===== config.mk =====
export PLATFORM = sky130hd
export DESIGN_NAME = temp_limit_compare
export DESIGN_NICKNAME = d
export VERILOG_FILES = /design/src/temp_limit_pkg.sv /design/src/limit_cmp_if.sv /design/src/limit_compare.sv /design/src/temp_limit_compare.sv
export VERILOG_INCLUDE_DIRS = /design/src
export SDC_FILE = /design/constraint.sdc
export NUM_CORES = 1
export LEC_CHECK = 0
export BUFFER_PORTS_ARGS = -buffer_cell sky130_fd_sc_hd__buf_2
export CORE_ASPECT_RATIO = 1.1
export CORE_MARGIN = 3
export CORE_UTILIZATION = 30
export CTS_CLUSTER_SIZE = 10
export DETAILED_ROUTE_END_ITERATION = 7
export PLACE_DENSITY = 0.6
export SYNTH_ARGS = -nofsm -noshare
export SYNTH_HDL_FRONTEND = slang
export SYNTH_HIERARCHICAL = 1
export SYNTH_SLANG_ARGS = --single-unit

===== constraint.sdc =====
create_clock -name clk_in -period 2.3 [get_ports clk_in]
set_input_delay 0.23 -clock clk_in [delete_from_list [all_inputs] [get_ports clk_in]]
set_output_delay 0.23 -clock clk_in [all_outputs]
set_load 0.02 [all_outputs]

===== src/temp_limit_consts.svh =====
// Offsets, field positions and reset values of the temperature limit block
`ifndef TEMP_LIMIT_CONSTS_SVH
`define TEMP_LIMIT_CONSTS_SVH

// ==========================================
// Pointer values
`define PTR_UPPER_LIMIT 8'h02
`define PTR_LOWER_LIMIT 8'h03

// ==========================================
// Reset values
`define UPPER_LIMIT_RESET 16'h7fe0
`define LOWER_LIMIT_RESET 16'h8000

// ==========================================
// Field layout
`define LIMIT_MSB 15
`define LIMIT_LSB 5
`define LIMIT_MASK 16'hffe0

`endif


===== src/temp_limit_pkg.sv =====
// Types shared by the temperature limit block
package temp_limit_pkg;
	typedef logic [15:0] reg16_t;
	typedef logic signed [10:0] limit_val_t;
	typedef enum logic [1:0] {
		ALARM_IDLE,
		ALARM_ACTIVE
	} alarm_state_t;
endpackage

===== src/limit_cmp_if.sv =====
// Interface between the limit registers and the comparator
`timescale 1ns/1ps
`default_nettype none
interface limit_cmp_if;
	import temp_limit_pkg::*;
	reg16_t temp;
	reg16_t upper;
	reg16_t lower;
	logic above;
	logic below;
	modport regs (output temp, output upper, output lower, input above, input below);
	modport cmp (input temp, input upper, input lower, output above, output below);
endinterface
`default_nettype wire


===== src/limit_compare.sv =====
// Signed comparison of the measured temperature against both limits
`timescale 1ns/1ps
`default_nettype none
`include "temp_limit_consts.svh"
module limit_compare
	import temp_limit_pkg::*;
(
	limit_cmp_if.cmp cmp
);
	// ==========================================
	// Alignment at the 0.25 degree weight
	function automatic limit_val_t align(input reg16_t v);
		align = limit_val_t'(v[`LIMIT_MSB:`LIMIT_LSB]);
	endfunction

	// Finer resolution bits are dropped so every resolution compares alike
	assign cmp.above = align(cmp.temp) > align(cmp.upper);
	assign cmp.below = align(cmp.temp) < align(cmp.lower);
endmodule // limit_compare
`default_nettype wire


===== src/temp_limit_compare.sv =====
// Upper and lower temperature limit registers with alarm and flag logic
// Operation
// - The upper limit register sits at pointer 02h, 16 bits read/write, reset 7fe0h.
// - The lower limit register sits at pointer 03h, 16 bits read/write, reset 8000h.
// - Bits 15:5 of each limit are a two's complement value with 0.25 degree weight at bit 5.
// - Bits 4:0 of each limit read as zero and the host should write zeros there.
// - A temperature above the upper limit activates the alarm and sets the upper flag.
// - A temperature below the lower limit deactivates the alarm and sets the lower flag.
// - The alarm pin and alarm status are active high when the polarity bit is 1, else low; the code resets both to 0 whatever the polarity.
// - Writing 1 to the alarm clear bit makes the alarm inactive; that bit reads as 0.
`timescale 1ns/1ps
`default_nettype none
`include "temp_limit_consts.svh"
module temp_limit_compare
	import temp_limit_pkg::*;
(
	// Clock and reset
	input wire logic clk_in,
	input wire logic rst_n_in,
	// Pointer register port
	input wire logic [7:0] reg_ptr_in,
	input wire logic reg_wr_in,
	input wire logic [15:0] reg_wdata_in,
	input wire logic reg_rd_in,
	output logic [15:0] reg_rdata_out,
	// Measured temperature
	input wire logic [15:0] temp_in,
	input wire logic temp_valid_in,
	// Configuration and status controls
	input wire logic alarm_polarity_bit_in,
	input wire logic alarm_clear_bit_in,
	input wire logic flags_clear_in,
	// Alarm and flags
	output logic alarm_out,
	output logic alarm_status_out,
	output logic upper_limit_flag_out,
	output logic lower_limit_flag_out
);
	// ==========================================
	// Limit registers
	reg16_t upper_q;
	reg16_t lower_q;
	reg16_t temp_q;
	alarm_state_t alarm_q;
	alarm_state_t alarm_d;
	logic upper_flag_q;
	logic lower_flag_q;
	limit_cmp_if cmp_bus ();

	// ==========================================
	// Pointer decoding
	// One slot per limit register: slot 0 is the upper, slot 1 the lower limit
	localparam int NUM_LIMITS = 2;
	reg16_t limit_val [NUM_LIMITS];
	logic [NUM_LIMITS-1:0] wr_sel;

	// Shared by the write and the read path so both agree on the map
	function automatic logic [NUM_LIMITS-1:0] ptr_decode(input logic [7:0] ptr);
		ptr_decode = '0;
		case (ptr)
			`PTR_UPPER_LIMIT: begin
				ptr_decode = 2'h1;
			end
			`PTR_LOWER_LIMIT: begin
				ptr_decode = 2'h2;
			end
			default: begin
				ptr_decode = 2'h0;
			end
		endcase
	endfunction

	// Reset value of each slot
	function automatic reg16_t reset_value(input int idx);
		if (idx == 0) begin
			reset_value = `UPPER_LIMIT_RESET;
		end else begin
			reset_value = `LOWER_LIMIT_RESET;
		end
	endfunction

	// Writes to unknown pointers select no slot and are dropped
	assign wr_sel = reg_wr_in ? ptr_decode(reg_ptr_in) : 2'h0;

	// ==========================================
	// Limit storage
	generate
		for (genvar i = 0; i < NUM_LIMITS; i++) begin : g_limit
			reg16_t value_q;

			always_ff @(posedge clk_in) begin
				if (!rst_n_in) begin
					value_q <= reset_value(i);
				end else if (wr_sel[i]) begin
					// Low bits are never stored, so they always read back zero
					value_q <= reg_wdata_in & `LIMIT_MASK;
				end
			end

			assign limit_val[i] = value_q;
		end
	endgenerate

	assign upper_q = limit_val[0];
	assign lower_q = limit_val[1];

	// ==========================================
	// Read data
	// Held until the next read, so the host may sample it late
	always_ff @(posedge clk_in) begin
		if (!rst_n_in) begin
			reg_rdata_out <= 16'h0000;
		end else if (reg_rd_in) begin
			case (ptr_decode(reg_ptr_in))
				2'h1: begin
					reg_rdata_out <= upper_q;
				end
				2'h2: begin
					reg_rdata_out <= lower_q;
				end
				default: begin
					reg_rdata_out <= 16'h0000;
				end
			endcase
		end
	end

	// ==========================================
	// Latest temperature and comparison
	// Only a finished conversion is compared, never a partial value
	always_ff @(posedge clk_in) begin
		if (!rst_n_in) begin
			temp_q <= 16'h0000;
		end else if (temp_valid_in) begin
			temp_q <= temp_in;
		end
	end

	assign cmp_bus.temp = temp_q;
	assign cmp_bus.upper = upper_q;
	assign cmp_bus.lower = lower_q;

	limit_compare u_cmp (
		.cmp(cmp_bus)
	);

	// ==========================================
	// Alarm state
	always_comb begin
		alarm_d = alarm_q;
		case (alarm_q)
			ALARM_IDLE: begin
				// A clear in the same cycle holds the alarm off for that cycle
				if (cmp_bus.above && !alarm_clear_bit_in) begin
					alarm_d = ALARM_ACTIVE;
				end
			end
			ALARM_ACTIVE: begin
				if (cmp_bus.below || alarm_clear_bit_in) begin
					alarm_d = ALARM_IDLE;
				end
			end
			default: alarm_d = ALARM_IDLE;
		endcase
	end

	always_ff @(posedge clk_in) begin
		if (!rst_n_in) begin
			alarm_q <= ALARM_IDLE;
		end else begin
			alarm_q <= alarm_d;
		end
	end

	// ==========================================
	// Alarm outputs
	logic alarm_next_active;
	logic alarm_level;

	assign alarm_next_active = (alarm_d == ALARM_ACTIVE);

	// Polarity only inverts the level, the state itself stays active high
	assign alarm_level = alarm_next_active ~^ alarm_polarity_bit_in;

	// Polarity is applied at the flop so the pin never glitches
	always_ff @(posedge clk_in) begin
		if (!rst_n_in) begin
			alarm_out <= 1'b0;
		end else begin
			alarm_out <= alarm_level;
		end
	end

	// Status mirrors the pin from its own flop
	always_ff @(posedge clk_in) begin
		if (!rst_n_in) begin
			alarm_status_out <= 1'b0;
		end else begin
			alarm_status_out <= alarm_level;
		end
	end

	// ==========================================
	// Sticky flags, a new event wins over a clear
	logic upper_event;
	logic lower_event;

	assign upper_event = cmp_bus.above;
	assign lower_event = cmp_bus.below;

	always_ff @(posedge clk_in) begin
		if (!rst_n_in) begin
			upper_flag_q <= 1'b0;
		end else begin
			upper_flag_q <= upper_event | (upper_flag_q & ~flags_clear_in);
		end
	end

	always_ff @(posedge clk_in) begin
		if (!rst_n_in) begin
			lower_flag_q <= 1'b0;
		end else begin
			lower_flag_q <= lower_event | (lower_flag_q & ~flags_clear_in);
		end
	end

	assign upper_limit_flag_out = upper_flag_q;
	assign lower_limit_flag_out = lower_flag_q;
endmodule // temp_limit_compare
`default_nettype wire


Word level (Yosys, flattened, before mapping)
Cells that the tools add are included.
Storage, ports and cells
  output and inout port bits: 20
  bits in registers: 59
  input bits: 48
  logic and storage cells: 34
Operators by class
  order comparisons: 2
  reduce and logical (&&, ||, !) cells: 4
  bitwise operators: 6
  equality and inequality tests: 6
  mux-type cells: 8
Operator list (count)
  $pmux 16 s2: 1
  $eq 8x2->1 const B: 2
  $gt 11x11->1: 1
  $lt 11x11->1: 1
  $mux 2: 5
  $pmux 2 s2: 2
  $eq 2x1->1 const B: 3
  $and 1x1->1: 2
  $eq 2x2->1 const B: 1
  $logic_not 2->1: 1
  $or 1x1->1: 2
  $logic_and 1x1->1: 1
  $logic_not 1->1: 1
  $logic_or 1x1->1: 1
  $not 1->1: 1
  $xnor 1x1->1: 1

Longest topological paths before layout
  depth after elaboration: 6
  gate-level depth with buffers: 10
  mapped depth without buffers: 10

Modules after synthesis
Netlist, hierarchy kept.
Modules (own cells, without submodules)
  temp_limit_compare: cells each 244, times used 1, area an instance 2205.9 um^2, sequential area each 1081.0 um^2
  limit_compare: cells each 75, times used 1, area an instance 545.5 um^2, sequential area each 0.0 um^2

Worst setup path after synthesis
No wires, ideal clock.
  kind: reg-to-reg
  start point: reg g_limit[1].value_q[13], in the netlist cmp_bus.lower[13]
  end point: reg alarm_status_out
  setup time: 128 ps
  period minus slack after synthesis: 1934 ps
  slack: 366 ps
  data required time: 2172 ps
  path buffers: 0
  data arrival time: 1806 ps
  stages on the path, launching flop included: 11
  path through: dfxtp_1 > inv_1 > ha_1 > a21o_1 > a31oi_1 > o31ai_1 > o31ai_2 > nor2b_1 > o21ai_0 > xnor2_1 > nor2_1
Between the ends
  cells in the longest elaborated chain, start to end: 6
Ends and longest elaborated chain
  from (decl): RTL line temp_limit_compare.sv:89  | reg16_t value_q;
  from (signal assigned): RTL line temp_limit_compare.sv:93  | value_q <= reset_value(i);
  from (signal assigned): RTL line temp_limit_compare.sv:96  | value_q <= reg_wdata_in & `LIMIT_MASK;
  $lt 11x11->1: RTL line limit_compare.sv:18  | assign cmp.below = align(cmp.temp) < align(cmp.lower);
  net cmp_bus.below: RTL line limit_cmp_if.sv:10  | logic below;
  $logic_or 1x1->1: RTL line temp_limit_compare.sv:159  | if (cmp_bus.below || alarm_clear_bit_in) begin
  $mux 2: RTL line temp_limit_compare.sv:159
  $pmux 2 s2: RTL line temp_limit_compare.sv:151  | case (alarm_q)
  $eq 2x1->1: RTL line temp_limit_compare.sv:180  | assign alarm_next_active = (alarm_d == ALARM_ACTIVE);
  $xnor 1x1->1: RTL line temp_limit_compare.sv:183  | assign alarm_level = alarm_next_active ~^ alarm_polarity_bit_in;
  to (signal assigned): RTL line temp_limit_compare.sv:199  | alarm_status_out <= alarm_level;
  to (decl): RTL line temp_limit_compare.sv:35  | output logic alarm_status_out,
The timed path passes the listed nets, and every way through them passes these cells.
A chain may end at the register's enable or synchronous reset.

Worst setup path after layout
  start point: reg g_limit[0].value_q[15], in the netlist cmp_bus.upper[15]
  end point: reg alarm_status_out
Between the ends
  cells in the longest elaborated chain, start to end: 6
Ends and longest elaborated chain
  from (decl): RTL line temp_limit_compare.sv:89
  from (signal assigned): RTL line temp_limit_compare.sv:93
  from (signal assigned): RTL line temp_limit_compare.sv:96
  $gt 11x11->1: RTL line limit_compare.sv:17  | assign cmp.above = align(cmp.temp) > align(cmp.upper);
  net cmp_bus.above: RTL line limit_cmp_if.sv:9  | logic above;
  $logic_and 1x1->1: RTL line temp_limit_compare.sv:154  | if (cmp_bus.above && !alarm_clear_bit_in) begin
  $mux 2: RTL line temp_limit_compare.sv:154
  $pmux 2 s2: RTL line temp_limit_compare.sv:151
  $eq 2x1->1: RTL line temp_limit_compare.sv:180
  $xnor 1x1->1: RTL line temp_limit_compare.sv:183
The timed path passes the listed nets, and every way through them passes these cells.

==> results.json <==
{
  "detail-route-antenna-nets": 0,
  "wirelength_mm": 5.83,
  "rr_worst_depth": 10,
  "route.detailed.vias_per_inst": 4.57,
  "holdBufCountCts": 0,
  "slowest_stage_delay_cp_ps": 360,
  "endpoint_kind": "flip-flop",
  "power.static_leakage_nw": 1.57,
  "finalSetupTns_ps": 0,
  "die-area_mm2": 0.00976,
  "relSlewSlack_pct": 45.9,
  "cts_buffers": 5,
  "pwr-share-comb_pct": 10.7,
  "total_switching_power_mw": 0.432,
  "hold-path-endpoint": "cmp_bus.temp[5]",
  "final_period_minus_worst_setup_slack_ps": 2100,
  "syn-mean-instance-area_um2": 8.49,
  "final_cell_count_no_fill": 457,
  "antennaDiodeCount": 0,
  "cp-start-kind": "flip-flop",
  "internal_power_mw": 1.16,
  "largest_net_degree_at_the_start_of_global_routing": 49,
  "i_o_pins": 68,
  "row_count": 34,
  "finalCritPeriodShare_pct": 91.4,
  "cts_tree": "done",
  "grt_pass1_wl_mm": 9.22,
  "place_inst": 449,
  "drt_first_iter_violations": 90,
  "core-area_mm2": 0.00813,
  "die_y_um": 103,
  "regToRegSetupSlack_ps": 200,
  "ir_worst_vdd_mv": 0.240,
  "crit_path_top_delay_cell": "sky130_fd_sc_hd__dfxtp_1",
  "max_slew.worst_pin.slew_ps": 810,
  "htree_levels": 2,
  "worst-setup-path-type": "flip-flop to flip-flop",
  "ys_warn_count": 6,
  "crit_fanout": 3,
  "clock_insertion_delay_worst_skew_ps": 310,
  "cp.arrival_ps": 2270,
  "routedWlPerCell_um": 12.7,
  "dp.final_hpwl_mm": 4.41,
  "antenna_found_initial": 0,
  "vias": 2090,
  "swShare_pct": 27.1,
  "cp_data_required_time_ps": 2470,
  "timing.final.setup_violations": 0,
  "reg2reg_from": "cmp_bus.upper[15]",
  "final_nets": 420,
  "tritoncts_num_sinks": 49,
  "overall_die_width_um": 94.5,
  "max_cap_violations": 0,
  "fraction_of_final_layout_cells_sized_beyond_drive_strength_1_pct": 19.5,
  "hold-path-cell-count": 3,
  "place_congestion": 0.796,
  "drc_errors": 0,
  "mappedNetlistArea_mm2": 0.00258,
  "grt_setup_unrepaired": "false",
  "initial_core_util_pct": 31.8,
  "achievable-frequency_ghz": 0.476,
  "postCtsSetupBuffers": 0,
  "gr-usage-all-layers_pct": 12.3,
  "crit-reg2reg-capture": "alarm_status_out",
  "first_global_vias": 1992,
  "grt_overflow_total": 0,
  "hp-class": "primary input to flip-flop",
  "io_buffers": 52,
  "critical_path.cell_chain": "inv_1, ha_1, and3_1, nand4_1, o21bai_1, a31oi_1, nor2b_1, o21ai_1, xnor2_1, nor2_1",
  "status": "completed",
  "cts.path.max_buffers": 2,
  "clkTransAtPathRegs_ps": 110,
  "min_delay_src": "temp_in[5]",
  "timing_hold_violations_final": 0,
  "clockPowerShare_pct": 34.2,
  "postSynthCellCount": 304,
  "power.share.sequential_pct": 55.2,
  "drt_pass1_iterations": 4,
  "layout-area-overhead-vs-synth_pct": 15.4,
  "cts.root.buffer_cell": "sky130_fd_sc_hd__clkbuf_8",
  "final_max_slew_viol_count": 0,
  "power.density_mw_per_mm2": 534,
  "fin_worst_skew_ps": 9.09
}
## area by class of cell
cell class                 instances  area, µm²
tap                              108        135
inverter                          27        101
timing repair buffer              53        268
clock inverter                     3       26.3
fill                             850       5140
multi-input combinational        212       1400
clock buffer                       5       68.8
sequential                        49        981
## cell usage in the layout (no fill, tap or decap), types with 2 or more instances in the layout
cell,count
sky130_fd_sc_hd__a21o_1,3
sky130_fd_sc_hd__a21oi_1,16
sky130_fd_sc_hd__a22oi_1,11
sky130_fd_sc_hd__a31oi_1,3
sky130_fd_sc_hd__and3_1,2
sky130_fd_sc_hd__buf_2,52
sky130_fd_sc_hd__clkbuf_8,5
sky130_fd_sc_hd__clkinvlp_4,2
sky130_fd_sc_hd__conb_1,6
sky130_fd_sc_hd__dfxtp_1,49
sky130_fd_sc_hd__ha_1,24
sky130_fd_sc_hd__inv_1,25
sky130_fd_sc_hd__inv_2,2
sky130_fd_sc_hd__mux2i_1,33
sky130_fd_sc_hd__nand2_1,23
sky130_fd_sc_hd__nand2b_1,3
sky130_fd_sc_hd__nand3_1,2
sky130_fd_sc_hd__nand4_1,4
sky130_fd_sc_hd__nor2_1,63
sky130_fd_sc_hd__nor2b_1,3
sky130_fd_sc_hd__o21ai_0,2
## how the worst max path moves through the flow
stage / endpoint / cells after the start / from / slack (ps)
floorplan: alarm_status_out / 10 / cmp_bus.lower[13] / 370
global placement: alarm_status_out / 10 / cmp_bus.lower[7] / 160
detailed placement: alarm_status_out / 10 / cmp_bus.lower[7] / 130
CTS: alarm_status_out / 10 / cmp_bus.lower[7] / 110
global route: alarm_status_out / 10 / cmp_bus.lower[7] / 50
finish: alarm_status_out / 10 / cmp_bus.upper[15] / 200
## power groups by stage
stage	sequential, mW	combinational (mW)	clock (mW)
final	0.878	0.170	0.543
after detailed placement	0.899	0.169	0
after global placement	0.898	0.166	0
after floorplan	0.900	0.112	0
after global routing	0.881	0.193	0.591
after CTS	0.879	0.171	0.558
## metrics by stage
step	utilization [%]	hold WS (ps)	setup slack (ps)	power (mW)	area, µm²
2_1_floorplan	-	369	375	1.01	2600
3_3_place_gp	35.5	462	165	1.06	2890
3_5_place_dp	35.5	471	127	1.07	2890
4_1_cts	36.7	149	109	1.61	2980
5_1_grt	36.7	152	51.0	1.67	2980
6_report	36.7	152	197	1.59	2980
## state kept, by name (all words and copies together), names as in the netlist
register and count:
alarm_q 2, alarm_status_out 1, cmp_bus.lower 11, cmp_bus.temp 11
cmp_bus.upper 11, lower_limit_flag_out 1, reg_rdata_out 11, upper_limit_flag_out 1
## routing by layer
metal,share of wire [%],track usage [%]
met1,44,14.2
met2,52,22.6
met3,3.0,2.39
met4,1.2,4.33
met5,0,0
## worst max-delay path, delay by kind of cell, from the launching register on
| family | cells | cell delay [ps] |
|---|---|---|
| flops | 1 | 360 |
| fa+ha+maj | 1 | 300 |
| simple gates | 4 | 550 |
| compound gates | 3 | 540 |
| buf+inv | 1 | 60 |
| xor+xnor | 1 | 140 |
## repair_timing
item | CTS | global route
hold endpoints to repair | 0 | 0
endpoints found under the setup margin | 0 | 1
resized for setup | 0 | 1
Power figures use the tool's default switching activity.
